## src/rtl/slrc_defines.svh

```systemverilog
// Timing counts and register map for the serial link reset controller.
// Assumes a 100 MHz aclk; included by bare name.
`ifndef SLRC_DEFINES_SVH
`define SLRC_DEFINES_SVH
`define SLRC_QUAL_FRAMES        128
`define SLRC_SETTLE_NS          20000
`define SLRC_CLK_NS             10
`define SLRC_SETTLE_CYC         ((`SLRC_SETTLE_NS + `SLRC_CLK_NS - 1) / `SLRC_CLK_NS)
`define SLRC_OFF_CTRL           32'h0000_0000
`define SLRC_OFF_STATE          32'h0000_0004
`define SLRC_OFF_IRQ_STAT       32'h0000_0008
`define SLRC_OFF_IRQ_MASK       32'h0000_000C
`define SLRC_CTRL_RESET         32'h0000_0000
`define SLRC_MASK_RESET         32'h0000_0000
`define SLRC_EV_NUM             4
`define SLRC_EV_TO_LOCK         0
`define SLRC_EV_TO_WAIT         1
`define SLRC_EV_TO_DATA         2
`define SLRC_EV_ERR_RESET       3
`endif

```

## src/rtl/slrc_pkg.sv

```systemverilog
// Types shared by the serial link reset controller.
// Assumes slrc_defines.svh supplies the numeric constants.
package slrc_pkg;
  typedef enum logic [1:0] {
    SLRC_ACQUIRE,
    SLRC_WAIT_PEER,
    SLRC_SEND_DATA
  } slrc_state_t;
endpackage

```

## src/rtl/slrc_frame_if.sv

```systemverilog
// Frame indications from one receive deserializer and the debounced results.
// Assumes one indication per received frame, marked by frame_valid.
`timescale 1ns/1ps
interface slrc_frame_if;
  logic frame_valid;
  logic data_frame_seen;
  logic square_fill_seen;
  logic ready_fill_seen;
  logic frame_error_seen;
  logic db_data;
  logic db_square;
  logic db_ready;
  logic db_error;
  modport src (
    output frame_valid, data_frame_seen, square_fill_seen, ready_fill_seen, frame_error_seen,
    input  db_data, db_square, db_ready, db_error
  );
  modport deb (
    input  frame_valid, data_frame_seen, square_fill_seen, ready_fill_seen, frame_error_seen,
    output db_data, db_square, db_ready, db_error
  );
  // The controller only reads; the raw lines are driven by the top directly.
  modport mon (
    input  frame_valid, data_frame_seen, square_fill_seen, ready_fill_seen, frame_error_seen,
           db_data, db_square, db_ready, db_error
  );
endinterface

```

## src/rtl/slrc_top.sv

```systemverilog
// Serial link reset controller: one or two link pairs, AXI4-Lite registers.
// Assumes frame indications are synchronous to aclk with a per-frame strobe.
//
// Design decisions made here: register access over AXI4-Lite and the register offsets.
`timescale 1ns/1ps
`include "slrc_defines.svh"
module slrc_top #(
  parameter int unsigned PAIRS = 2
) (
  input  wire logic               aclk,
  input  wire logic               aresetn,
  input  wire logic [PAIRS-1:0]   frame_valid,
  input  wire logic [PAIRS-1:0]   data_frame_seen,
  input  wire logic [PAIRS-1:0]   square_fill_seen,
  input  wire logic [PAIRS-1:0]   ready_fill_seen,
  input  wire logic [PAIRS-1:0]   frame_error_seen,
  input  wire logic [PAIRS-1:0]   tx_multiplier_unlocked,
  output logic [PAIRS-1:0]        tx_select_square_fill,
  output logic [PAIRS-1:0]        tx_select_ready_fill,
  output logic [PAIRS-1:0]        tx_select_data,
  input  wire logic [PAIRS-1:0]   hs_in_connect,
  input  wire logic [PAIRS-1:0]   hs_in_ready,
  output logic [PAIRS-1:0]        hs_out_connect,
  output logic [PAIRS-1:0]        hs_out_ready,
  output logic [PAIRS-1:0]        hs_in_connect_gated,
  output logic [PAIRS-1:0]        hs_in_ready_gated,
  output logic                    irq,
  input  wire logic [31:0]        s_axil_awaddr,
  input  wire logic               s_axil_awvalid,
  output logic                    s_axil_awready,
  input  wire logic [31:0]        s_axil_wdata,
  input  wire logic [3:0]         s_axil_wstrb,
  input  wire logic               s_axil_wvalid,
  output logic                    s_axil_wready,
  output logic [1:0]              s_axil_bresp,
  output logic                    s_axil_bvalid,
  input  wire logic               s_axil_bready,
  input  wire logic [31:0]        s_axil_araddr,
  input  wire logic               s_axil_arvalid,
  output logic                    s_axil_arready,
  output logic [31:0]             s_axil_rdata,
  output logic [1:0]              s_axil_rresp,
  output logic                    s_axil_rvalid,
  input  wire logic               s_axil_rready
);
  localparam int unsigned EVW = `SLRC_EV_NUM * PAIRS;

  logic [31:0]        ctrl_q;
  logic [EVW-1:0]     stat_q;
  logic [EVW-1:0]     mask_q;
  logic [EVW-1:0]     events;
  logic [PAIRS-1:0]   conn_ready_en;
  logic [PAIRS-1:0]   hs_en;
  logic [PAIRS-1:0]   err_reset;
  logic [PAIRS-1:0]   fe_prev_q;
  logic [PAIRS-1:0]   rd_prev_q;
  logic [PAIRS-1:0]   dt_prev_q;
  logic [PAIRS-1:0]   restart;
  logic [PAIRS-1:0]   sel_sq_q;
  logic [PAIRS-1:0]   sel_rd_q;
  logic [PAIRS-1:0]   sel_dt_q;
  logic [2*PAIRS-1:0] state_bits;
  slrc_pkg::slrc_state_t state_w [PAIRS];

  // Independent controller and debouncer per link pair.
  for (genvar p = 0; p < PAIRS; p++) begin : g_pair
    slrc_frame_if fr ();
    assign fr.frame_valid      = frame_valid[p];
    // Inputs are one-hot per frame; error has priority if the source slips.
    assign fr.frame_error_seen = frame_error_seen[p];
    assign fr.data_frame_seen  = data_frame_seen[p] & ~frame_error_seen[p];
    assign fr.square_fill_seen = square_fill_seen[p] & ~frame_error_seen[p];
    assign fr.ready_fill_seen  = ready_fill_seen[p] & ~frame_error_seen[p];
    slrc_debounce u_deb (
      .aclk    (aclk),
      .aresetn (aresetn),
      .fr      (fr)
    );
    slrc_link_fsm u_fsm (
      .aclk                   (aclk),
      .aresetn                (aresetn),
      .restart                (restart[p]),
      .tx_multiplier_unlocked (tx_multiplier_unlocked[p]),
      .fr                     (fr),
      .state                  (state_w[p]),
      .tx_select_square_fill  (sel_sq_q[p]),
      .tx_select_ready_fill   (sel_rd_q[p]),
      .tx_select_data         (sel_dt_q[p]),
      .hs_enable              (hs_en[p]),
      .conn_ready_enable      (conn_ready_en[p]),
      .err_reset              (err_reset[p])
    );
    assign state_bits[2*p +: 2] = state_w[p];

    // Two frame errors back to back, or software restart, restart the pair.
    always_ff @(posedge aclk) begin
      if (!aresetn) begin
        fe_prev_q[p] <= 1'b0;
      end else if (frame_valid[p]) begin
        fe_prev_q[p] <= frame_error_seen[p];
      end
    end
    assign restart[p] = (frame_valid[p] & frame_error_seen[p] & fe_prev_q[p]) |
                        ctrl_q[p];

    assign events[`SLRC_EV_NUM*p + `SLRC_EV_TO_LOCK]   = err_reset[p] | restart[p];
    // Entry events compare against last cycle's select, which is low out of reset.
    always_ff @(posedge aclk) begin
      if (!aresetn) begin
        rd_prev_q[p] <= 1'b0;
        dt_prev_q[p] <= 1'b0;
      end else begin
        rd_prev_q[p] <= sel_rd_q[p];
        dt_prev_q[p] <= sel_dt_q[p];
      end
    end
    assign events[`SLRC_EV_NUM*p + `SLRC_EV_TO_WAIT]   = sel_rd_q[p] & ~rd_prev_q[p];
    assign events[`SLRC_EV_NUM*p + `SLRC_EV_TO_DATA]   = sel_dt_q[p] & ~dt_prev_q[p];
    assign events[`SLRC_EV_NUM*p + `SLRC_EV_ERR_RESET] = frame_valid[p] & frame_error_seen[p] &
                                                         fe_prev_q[p];
  end

  assign tx_select_square_fill = sel_sq_q;
  assign tx_select_ready_fill  = sel_rd_q;
  assign tx_select_data        = sel_dt_q;
  assign hs_out_connect        = hs_in_connect & conn_ready_en;
  assign hs_out_ready          = hs_in_ready & conn_ready_en;
  assign hs_in_connect_gated   = hs_in_connect & hs_en;
  assign hs_in_ready_gated     = hs_in_ready & hs_en;

  // AXI4-Lite write path: address and data taken in either order.
  logic        aw_held_q;
  logic        w_held_q;
  logic [31:0] awaddr_q;
  logic [31:0] wdata_q;
  logic [3:0]  wstrb_q;
  logic        do_write;
  logic        stat_wr;

  assign s_axil_awready = !aw_held_q && !s_axil_bvalid;
  assign s_axil_wready  = !w_held_q && !s_axil_bvalid;
  assign do_write       = aw_held_q && w_held_q && !s_axil_bvalid;
  assign stat_wr        = do_write && awaddr_q[31:2] == 30'(`SLRC_OFF_IRQ_STAT >> 2);

  always_ff @(posedge aclk) begin
    if (!aresetn) begin
      aw_held_q     <= 1'b0;
      w_held_q      <= 1'b0;
      awaddr_q      <= 32'h0000_0000;
      wdata_q       <= 32'h0000_0000;
      wstrb_q       <= 4'h0;
      s_axil_bvalid <= 1'b0;
      s_axil_bresp  <= 2'h0;
    end else begin
      if (s_axil_awvalid && s_axil_awready) begin
        aw_held_q <= 1'b1;
        awaddr_q  <= s_axil_awaddr;
      end
      if (s_axil_wvalid && s_axil_wready) begin
        w_held_q <= 1'b1;
        wdata_q  <= s_axil_wdata;
        wstrb_q  <= s_axil_wstrb;
      end
      if (do_write) begin
        aw_held_q     <= 1'b0;
        w_held_q      <= 1'b0;
        s_axil_bvalid <= 1'b1;
        s_axil_bresp  <= (awaddr_q[31:2] > (`SLRC_OFF_IRQ_MASK >> 2)) ? 2'h2 : 2'h0;
      end else if (s_axil_bvalid && s_axil_bready) begin
        s_axil_bvalid <= 1'b0;
      end
    end
  end

  // Control: low PAIRS bits are one-cycle software restarts of each pair.
  always_ff @(posedge aclk) begin
    if (!aresetn) begin
      ctrl_q <= `SLRC_CTRL_RESET;
    end else if (do_write && awaddr_q[31:2] == (`SLRC_OFF_CTRL >> 2) && wstrb_q[0]) begin
      ctrl_q <= {24'h000000, wdata_q[7:0]};
    end else begin
      ctrl_q <= `SLRC_CTRL_RESET;
    end
  end

  always_ff @(posedge aclk) begin
    if (!aresetn) begin
      mask_q <= EVW'(`SLRC_MASK_RESET);
    end else if (do_write && awaddr_q[31:2] == (`SLRC_OFF_IRQ_MASK >> 2)) begin
      mask_q <= wdata_q[EVW-1:0];
    end
  end

  // Sticky status: a new event wins over a write-one clear in the same cycle.
  always_ff @(posedge aclk) begin
    if (!aresetn) begin
      stat_q <= '0;
    end else if (stat_wr) begin
      stat_q <= (stat_q & ~wdata_q[EVW-1:0]) | events;
    end else begin
      stat_q <= stat_q | events;
    end
  end

  assign irq = |(stat_q & mask_q);

  // AXI4-Lite read path.
  assign s_axil_arready = !s_axil_rvalid;

  always_ff @(posedge aclk) begin
    if (!aresetn) begin
      s_axil_rvalid <= 1'b0;
      s_axil_rdata  <= 32'h0000_0000;
      s_axil_rresp  <= 2'h0;
    end else if (s_axil_arvalid && s_axil_arready) begin
      s_axil_rvalid <= 1'b1;
      s_axil_rresp  <= 2'h0;
      case (s_axil_araddr[31:2])
        30'(`SLRC_OFF_CTRL >> 2):     s_axil_rdata <= 32'h0000_0000;
        30'(`SLRC_OFF_STATE >> 2):    s_axil_rdata <= 32'(state_bits);
        30'(`SLRC_OFF_IRQ_STAT >> 2): s_axil_rdata <= 32'(stat_q);
        30'(`SLRC_OFF_IRQ_MASK >> 2): s_axil_rdata <= 32'(mask_q);
        default: begin
          s_axil_rdata <= 32'h0000_0000;
          s_axil_rresp <= 2'h2;
        end
      endcase
    end else if (s_axil_rvalid && s_axil_rready) begin
      s_axil_rvalid <= 1'b0;
    end
  end

  a_stat_sticky: assert property (@(posedge aclk) disable iff (!aresetn)
    |($past(stat_q) & ~stat_q) |-> $past(stat_wr))
    else $error("status bit cleared without a status write");
  a_double_fe: assert property (@(posedge aclk) disable iff (!aresetn)
    restart[0] |=> tx_select_square_fill[0])
    else $error("back-to-back errors did not restart");
endmodule

```

## src/rtl/slrc_debounce.sv

```systemverilog
// Two-frame debouncer for the frame type indications of one link pair.
// Assumes frame_valid pulses once per received frame.
`timescale 1ns/1ps
module slrc_debounce (
  input wire logic aclk,
  input wire logic aresetn,
  slrc_frame_if.deb fr
);
  logic [3:0] prev_q;
  logic [3:0] db_q;
  logic [3:0] cur;

  assign cur = {fr.frame_error_seen, fr.ready_fill_seen, fr.square_fill_seen,
                fr.data_frame_seen};

  // A type counts only when two consecutive frames agree.
  always_ff @(posedge aclk) begin
    if (!aresetn) begin
      prev_q <= 4'h0;
      db_q   <= 4'h0;
    end else if (fr.frame_valid) begin
      prev_q <= cur;
      db_q   <= prev_q & cur;
    end
  end

  assign fr.db_data   = db_q[0];
  assign fr.db_square = db_q[1];
  assign fr.db_ready  = db_q[2];
  assign fr.db_error  = db_q[3];
endmodule

```

## src/rtl/slrc_link_fsm.sv

```systemverilog
// Reset state machine for one link pair of the serial link reset controller.
// Assumes debounced frame types arrive through slrc_frame_if.
`timescale 1ns/1ps
`include "slrc_defines.svh"
module slrc_link_fsm #(
  parameter int unsigned QUAL_FRAMES = `SLRC_QUAL_FRAMES,
  parameter int unsigned SETTLE_CYC  = `SLRC_SETTLE_CYC
) (
  input  wire logic          aclk,
  input  wire logic          aresetn,
  input  wire logic          restart,
  input  wire logic          tx_multiplier_unlocked,
  slrc_frame_if.mon          fr,
  output slrc_pkg::slrc_state_t state,
  output logic               tx_select_square_fill,
  output logic               tx_select_ready_fill,
  output logic               tx_select_data,
  output logic               hs_enable,
  output logic               conn_ready_enable,
  output logic               err_reset
);
  slrc_pkg::slrc_state_t state_q;
  logic [7:0]  lock_cnt_q;
  logic [7:0]  qual_cnt_q;
  logic [15:0] settle_q;
  logic        err_cond;

  assign err_cond = tx_multiplier_unlocked | fr.db_error;
  assign state    = state_q;
  assign err_reset = (state_q != slrc_pkg::SLRC_ACQUIRE) &&
                     (err_cond || fr.db_square);

  // Lock hold: frames of square fill sent since the multiplier locked.
  always_ff @(posedge aclk) begin
    if (!aresetn || state_q != slrc_pkg::SLRC_ACQUIRE || tx_multiplier_unlocked) begin
      lock_cnt_q <= 8'h00;
    end else if (fr.frame_valid && lock_cnt_q != QUAL_FRAMES[7:0]) begin
      lock_cnt_q <= lock_cnt_q + 8'h01;
    end
  end

  // Receive qualification: clean debounced fill frames, restarted by any frame error.
  always_ff @(posedge aclk) begin
    if (!aresetn || state_q != slrc_pkg::SLRC_ACQUIRE) begin
      qual_cnt_q <= 8'h00;
    end else if (fr.frame_valid) begin
      if (fr.frame_error_seen || fr.db_error || !(fr.db_square || fr.db_ready)) begin
        qual_cnt_q <= 8'h00;
      end else if (qual_cnt_q != QUAL_FRAMES[7:0]) begin
        qual_cnt_q <= qual_cnt_q + 8'h01;
      end
    end
  end

  always_ff @(posedge aclk) begin
    if (!aresetn || restart) begin
      state_q <= slrc_pkg::SLRC_ACQUIRE;
    end else begin
      case (state_q)
        slrc_pkg::SLRC_ACQUIRE: begin
          if (lock_cnt_q == QUAL_FRAMES[7:0] && qual_cnt_q == QUAL_FRAMES[7:0] &&
              !err_cond) begin
            state_q <= slrc_pkg::SLRC_WAIT_PEER;
          end
        end
        slrc_pkg::SLRC_WAIT_PEER: begin
          if (err_reset) begin
            state_q <= slrc_pkg::SLRC_ACQUIRE;
          end else if (fr.db_ready || fr.data_frame_seen && fr.db_data) begin
            state_q <= slrc_pkg::SLRC_SEND_DATA;
          end
        end
        slrc_pkg::SLRC_SEND_DATA: begin
          if (err_reset) begin
            state_q <= slrc_pkg::SLRC_ACQUIRE;
          end
        end
        default: state_q <= slrc_pkg::SLRC_ACQUIRE;
      endcase
    end
  end

  // Settle timer after entering the data state.
  always_ff @(posedge aclk) begin
    if (!aresetn || state_q != slrc_pkg::SLRC_SEND_DATA) begin
      settle_q <= 16'h0000;
    end else if (settle_q != SETTLE_CYC[15:0]) begin
      settle_q <= settle_q + 16'h0001;
    end
  end

  // The transmit selection alone tells the three states apart.
  assign tx_select_square_fill = (state_q == slrc_pkg::SLRC_ACQUIRE);
  assign tx_select_ready_fill  = (state_q == slrc_pkg::SLRC_WAIT_PEER);
  assign tx_select_data        = (state_q == slrc_pkg::SLRC_SEND_DATA);
  assign hs_enable             = tx_select_data;
  assign conn_ready_enable     = tx_select_data && settle_q == SETTLE_CYC[15:0];

  a_single_select: assert property (@(posedge aclk) disable iff (!aresetn)
    $onehot({tx_select_square_fill, tx_select_ready_fill, tx_select_data}))
    else $error("transmit selection not one-hot");
  a_wait_needs_qual: assert property (@(posedge aclk) disable iff (!aresetn)
    $rose(tx_select_ready_fill) |-> $past(qual_cnt_q) == QUAL_FRAMES[7:0])
    else $error("left acquire without qualification");
  a_lock_hold: assert property (@(posedge aclk) disable iff (!aresetn)
    $rose(tx_select_ready_fill) |-> $past(lock_cnt_q) == QUAL_FRAMES[7:0])
    else $error("square fill not held after lock");
  a_settle_hold: assert property (@(posedge aclk) disable iff (!aresetn)
    $rose(tx_select_data) |-> !conn_ready_enable [*8])
    else $error("connect enabled too early");
  a_data_exit: assert property (@(posedge aclk) disable iff (!aresetn || restart)
    tx_select_data && err_reset |=> tx_select_square_fill)
    else $error("error did not return to acquire");
  a_gate_idle: assert property (@(posedge aclk) disable iff (!aresetn)
    !tx_select_data |-> !hs_enable && !conn_ready_enable)
    else $error("handshake open outside data state");
endmodule

```

## config.mk

```make
export PLATFORM = sky130hd
export DESIGN_NAME = slrc_top
export DESIGN_NICKNAME = d
export VERILOG_FILES = /design/src/rtl/slrc_pkg.sv /design/src/rtl/slrc_frame_if.sv /design/src/rtl/slrc_top.sv /design/src/rtl/slrc_debounce.sv /design/src/rtl/slrc_link_fsm.sv
export VERILOG_INCLUDE_DIRS = /design/src /design/src/rtl
export SDC_FILE = /design/constraint.sdc
export NUM_CORES = 1
export LEC_CHECK = 0
export ABC_AREA = 1
export BUFFER_PORTS_ARGS = -buffer_cell sky130_fd_sc_hd__buf_2
export CAP_MARGIN = 20
export CORE_UTILIZATION = 50
export DETAILED_ROUTE_END_ITERATION = 8
export PLACE_DENSITY = 0.74
export SLEW_MARGIN = 30
export SYNTH_ARGS = -nofsm -noshare
export SYNTH_HDL_FRONTEND = slang
export SYNTH_HIERARCHICAL = 1
export SYNTH_SLANG_ARGS = --single-unit
```

## constraint.sdc

```tcl
create_clock -name aclk -period 1.6 [get_ports aclk]
set_input_delay 0.08 -clock aclk [delete_from_list [all_inputs] [get_ports aclk]]
set_output_delay 0.08 -clock aclk [all_outputs]
set_load 0.1 [all_outputs]
```

=== Word level (Yosys, flattened, before mapping) ===
Index checks and enable logic that the tools add are counted.

* $add $sub $neg: 6
* Order comparisons: 1
* Eq/ne operators: 29
* Multiplexer cells: 22
* Bitwise logic cells: 38
* Reductions and logical operators: 70

{| class="wikitable"
|+ Operators with widths
! operator !! number
|-
| $eq A30 B2 Y1 const B || 4
|-
| $logic_not A30 Y1 || 2
|-
| $mux W8 || 5
|-
| $add A16 B1 Y16 const B || 2
|-
| $add A8 B1 Y8 const B || 4
|-
| $eq A16 B11 Y1 const B || 2
|-
| $eq A8 B8 Y1 const B || 4
|-
| $ne A16 B11 Y1 const B || 2
|-
| $ne A8 B8 Y1 const B || 4
|-
| $eq A30 B1 Y1 const B || 1
|-
| $gt A30 B2 Y1 const B || 1
|-
| $logic_and A1 B1 Y1 || 25
|-
| $pmux W8 S3 || 1
|-
| $mux W2 || 10
|-
| $logic_or A1 B1 Y1 || 18
|-
| $and A8 B8 Y8 || 2
|-
| $or A8 B8 Y8 || 2
|-
| $and A1 B1 Y1 || 14
|-
| $ne A2 B2 Y1 const B || 6
|-
| $pmux W2 S3 || 2
|-
| $reduce_bool A2 Y1 || 6
|-
| $logic_not A1 Y1 || 9
|-
| $and A2 B2 Y2 || 4
|-
| $and A4 B4 Y4 || 2
|-
| 13 further kinds || 34
|}

* Bits in registers: 189
* Bits of input ports: 123
* Output and inout bits: 56
* Word-level logic and storage cells: 197

=== Longest topological paths before layout ===
* Depth after elaboration: 7
* Mapped depth: 11
* Mapped depth without buffers: 10

=== Modules after synthesis ===
Netlist, hierarchy kept.

{| class="wikitable"
|+ Modules (own cells, without submodules)
! module !! times used !! cells an instance !! area each (µm²) !! sequential area each (µm²)
|-
| slrc_link_fsm || 2 || 299 || 1961.9 || 680.7
|-
| slrc_top || 1 || 534 || 3662.3 || 1541.5
|-
| slrc_debounce || 2 || 35 || 284.0 || 160.2
|}

=== Worst setup path after synthesis ===
OpenSTA, ideal clock, no wires.

* Kind: register to register
* Start: register s_axil_bvalid
* End: register awaddr_q[28]
* Setup time: 0.116 ns
* Data arrival time: 2.974 ns
* Required time: 1.484 ns
* Path slack: -1.490 ns
* Stages on the path, launching flop included: 6
* Buffers on the path: 1
* Period minus slack after synthesis: 3.090 ns
* Cell sequence: dfxtp_1 nor2_1 nand2_1 clkbuf_1 o21ai_0 nor2_1

* Cells in the longest elaborated chain, start to end: 3

{| class="wikitable"
|+ RTL lines
! item !! RTL line !! RTL
|-
| start, declared || slrc_top.sv:36 || <nowiki>output logic s_axil_bvalid,</nowiki>
|-
| start signal, assigned || slrc_top.sv:152 || <nowiki>s_axil_bvalid <= 1'b0;</nowiki>
|-
| start signal, assigned || slrc_top.sv:167 || <nowiki>s_axil_bvalid <= 1'b1;</nowiki>
|-
| start signal, assigned || slrc_top.sv:170 || <nowiki>s_axil_bvalid <= 1'b0;</nowiki>
|-
| $logic_not A1 Y1 || slrc_top.sv:140 || <nowiki>assign s_axil_awready = !aw_held_q && !s_axil_bvalid;</nowiki>
|-
| $logic_and A1 B1 Y1 || slrc_top.sv:140 ||
|-
| named net s_axil_awready || slrc_top.sv:30 || <nowiki>output logic s_axil_awready,</nowiki>
|-
| $logic_and A1 B1 Y1 || slrc_top.sv:155 || <nowiki>if (s_axil_awvalid && s_axil_awready) begin</nowiki>
|-
| end signal, assigned || slrc_top.sv:157 || <nowiki>awaddr_q <= s_axil_awaddr;</nowiki>
|-
| end, declared || slrc_top.sv:134 || <nowiki>logic [31:0] awaddr_q;</nowiki>
|}

The timed path passes the listed nets, and every way through them passes these cells.
A chain may end at the register's enable or synchronous reset.

=== Worst setup path after layout ===
* Start: register g_pair[0].u_fsm.settle_q[1]
* End: output port hs_out_connect[0]

* Cells in the longest elaborated chain, start to end: 3

{| class="wikitable"
|+ RTL lines
! item !! RTL line !! RTL
|-
| start, declared || slrc_link_fsm.sv:25 || <nowiki>logic [15:0] settle_q;</nowiki>
|-
| start signal, assigned || slrc_link_fsm.sv:88 || <nowiki>settle_q <= settle_q + 16'h0001;</nowiki>
|-
| $eq A16 B11 Y1 || slrc_link_fsm.sv:97 || <nowiki>assign conn_ready_enable = tx_select_data && settle_q == SETTLE_CYC[15:0];</nowiki>
|-
| $logic_and A1 B1 Y1 || slrc_link_fsm.sv:97 ||
|-
| named net conn_ready_en[0] || slrc_top.sv:52 || <nowiki>logic [PAIRS-1:0] conn_ready_en;</nowiki>
|-
| $and A2 B2 Y2 || slrc_top.sv:126 || <nowiki>assign hs_out_connect = hs_in_connect & conn_ready_en;</nowiki>
|-
| end, declared || slrc_top.sv:23 || <nowiki>output logic [PAIRS-1:0] hs_out_connect,</nowiki>
|}

The timed path passes the listed nets, and every way through them passes these cells.

==> impl_metrics.csv <==
group,metric,value,unit
run_status,status,"finished, violations left",
run_status,violations,"negative setup slack",
logic_synthesis,synth_xor_area_share,1.07,%
logic_synthesis,yosys.cell_types.count,39,
floorplan,start_util,51.3,%
drt,ant_nets,0,
clock_network,numCtsBuffers,17,
floorplan,die_h,130,um
floorplan,ios,179,
logic_synthesis,avgSynthCellArea,6.78,um^2
finish,num-nets-final,1520,
logic_synthesis,yosysTopAreaCell,"dfxtp_1",
finish,area_delta_synth_final,27.9,%
worst_setup_path,worst_r2r_path_depth,8,
drt,met2_length,9900,um
min_path,holdPathStages,5,
global_routing,antenna_found_initial,0,
drt,drt_iter0_drc,398,
min_path,min_to,"g_pair[0].u_deb/prev_q[0]",
worst_setup_path,crit_fanout,2,
logic_synthesis,yosys_warnings,6,
drt,top_layer,"met4",
logic_synthesis,ys_ff_latch,161,
sta,slew_viol_final,0,
drt,wl_per_cell,12.2,um
sta,fmax,570,MHz
global_routing,grt_pass1_vias,7376,
finish,fill_cells,1392,
drt,first_pass_iters,5,
sta,grt_setup_unrepaired,"yes",
drt,met3_wirelength,973,um
logic_synthesis,synth_top_family_by_area,"simple AND/OR/NAND/NOR gates",
min_path,worstHoldStart,"data_frame_seen[0]",
power_and_ir_drop,ir_drop,0.000973,V
clock_network,root_buffer,"clkbuf_16",
floorplan,dieArea,16800,um^2
worst_setup_path,crit_path_start_kind,"register",
worst_setup_path,arrival,1.67,ns
floorplan,die_w,130,um
logic_synthesis,synth_top_area_share,39.5,%
finish,n_antenna_cell,0,
global_routing,grt_max_degree,27,
global_routing,grt_first_pass_wirelength,32700,um
global_routing,overflow,0,
finish,final_cells,1614,
logic_synthesis,synth_area_leaders,"dfxtp_1 (40%), nand2_1 (12%), nor2_1 (7.6%)",
drt,routed_wl,19700,um
logic_synthesis,muxShareOfSynthArea,0,%
placed_design,placed_cells,1530,
logic_synthesis,synth_cells,1202,
logic_synthesis,synth_compound_area_share,12.6,%
power_and_ir_drop,p_leak,4.52,nW
drt,drt-met1-wl,8440,um
sta,setup_viol,4,
sta,holdWs,0.0113,ns
sta,period_share,110,%
clock_network,clk_latency,0.43,ns
worst_setup_path,timing.rr.start,"g_pair[0].u_fsm/settle_q[0]",
worst_setup_path,reg2reg_to,"g_pair[0].u_fsm/settle_q[14]",
worst_setup_path,cp.required,1.52,ns
clock_network,cts_buffer_depth,2,
floorplan,core,15900,um^2
placed_design,gp_congestion,0.868,
placed_design,pre_cts_ws,0.0849,ns
sta,setup_slack,-0.154,ns
logic_synthesis,synth_top_flop_cell,"dfxtp_1",
logic_synthesis,synth_fa_ha_area_share,1.84,%
worst_setup_path,r2r_setup_slack,0.12,ns
sta,skew,0.00862,ns
floorplan,rows,46,
drt,vias_per_cell,4.87,
clock_network,clk_pin_slew,0.07,ns
clock_network,cts_tree,"built",
global_routing,grt.total_usage,24.5,%
finish,drive_gt1_share,20.4,%
placed_design,dp_hpwl,13400,um
sta,period_minus_slack,1.75,ns
placed_design,io_buffers,121,
logic_synthesis,synthSimpleGateAreaFrac,32.3,%
sta,worst_pin_slew,0.512,ns
logic_synthesis,synth_edf_count,0,
worst_setup_path,path_class,"register to primary output",
finish,fin_util,65.7,%
drt,remaining_drc_errors,0,
job,maxCapViolations,0,
logic_synthesis,netlist_area,8150,um^2
clock_network,htreeDepth,4,
drt,vias,7859,
min_path,hold_path_class,"input pin to register",
sta,finalHoldViolations,0,
sta,slew_headroom,66.1,%
logic_synthesis,ys_seq_area_share,39.5,%
logic_synthesis,async_flop_share,0,%
power_and_ir_drop,p_per_area,917,nW/um^2
clock_network,cts_sinks,161,
worst_setup_path,worstSetupEndpointType,"primary output",
[logic make-up after synthesis]
kind of cell             after synthesis
buffers and inverters                233
flip-flops                           161
adder cells (fa/ha/maj)               12
AND/OR/NAND/NOR                      587
AO/OA/AOI/OAI                        198
other                                  1
XOR/XNOR                              10
[cells in the mapped netlist (6+ instances only)]
cell type,number
o21ai_0,38
nand3_1,84
nor2_1,165
inv_2,16
nand2_2,12
xor2_1,8
nand4_1,15
nor2_2,8
ha_1,12
clkbuf_1,12
a21oi_1,107
buf_6,6
nor3_1,13
nand2_1,256
dfxtp_1,161
nor2_4,10
o21ai_1,42
buf_4,28
inv_1,164
[area by class of cell]
| cell class | count | area (um^2) | share of cell area (%) |
|---|---|---|---|
| Tap cell | 216 | 270 | 2.59 |
| Multi-Input combinational cell | 833 | 4170 | 39.9 |
| Timing Repair Buffer | 190 | 1440 | 13.8 |
| Clock inverter | 15 | 175 | 1.68 |
| Sequential cell | 161 | 3250 | 31.2 |
| Clock buffer | 17 | 425 | 4.08 |
| Inverter | 182 | 707 | 6.78 |
[power by group]
part	internal (mW)	total, mW	leakage [nW]	switching (mW)
Clock	2.34	4.11	0.278	1.77
Combinational	0.358	1.23	2.93	0.871
Sequential	4.13	4.22	1.32	0.0891
Total	6.84	9.57	4.52	2.73
[per-stage QoR]
step	power [mW]	TNS, ns	cell area, um^2
after floorplan	5.21	-0.555	8350
after global placement	5.40	0	9150
after detailed placement	5.42	0	9150
after CTS	9.59	-0.692	10300
after global routing	9.91	-0.957	10400
final	9.57	-0.550	10400
[state kept, by name, summed over array words and instances, names as in the netlist, 2 cells and up]
register                 count
g_pair.u_fsm/qual_cnt_q     16
rd_prev_q                    2
awaddr_q                    30
g_pair.u_fsm/lock_cnt_q     16
mask_q                       8
stat_q                       8
dt_prev_q                    2
wdata_q                      8
s_axil_rdata                 8
fe_prev_q                    2
ctrl_q                       2
g_pair.u_deb/db_q            8
g_pair.u_fsm/settle_q       32
g_pair.u_fsm/state           4
g_pair.u_deb/prev_q          8
[worst max path at each step]
stage | from | end | slack (ns) | depth (start not counted)
floorplan | s_axil_bvalid | awaddr_q[28] | -0.05 | 5
global placement | w_held_q | stat_q[0] | 0.12 | 7
detailed placement | w_held_q | stat_q[1] | 0.08 | 7
CTS | g_pair[0].u_fsm/settle_q[0] | hs_out_connect[0] | -0.18 | 9
global route | g_pair[0].u_fsm/settle_q[0] | hs_out_ready[0] | -0.24 | 9
finish | g_pair[0].u_fsm/settle_q[1] | hs_out_connect[0] | -0.15 | 9
[per-layer routing]
metal | vias up | global-route usage [%]
li1 | 4119 | -
met2 | 191 | 43.7
met5 | - | 0
met1 | 3518 | 28.6
met3 | 31 | 5.37
met4 | 0 | 8.96
[placed cells by master, fill, tap and decap left out, drive strengths merged, types with 22 or more instances in the layout]
cell           n
a21oi        109
buf          145
conb          26
dfxtp        161
dlygate4sd3   45
inv          181
nand2        269
nand3         87
nor2         183
nor3          22
o21ai         80
[timing repair]
action,4_1_cts,5_1_grt
hold buffers,45,0
buffers inserted,5,2
endpoints found under the hold margin,48,0
endpoints found under the setup margin,8,29
resized for setup,33,20
pin swaps,12,7
gates cloned,0,0
[worst max-delay path, cell delays in order (launching register included)]
cell and delay, ns:
dfxtp_2 0.33, inv_2 0.07, ha_4 0.13, nand3_2 0.08
nor2_1 0.09, nand2_1 0.08, nor2_2 0.14, nand2_2 0.08
clkinvlp_4 0.08, buf_12 0.16
(Power assumes the default switching activity.)
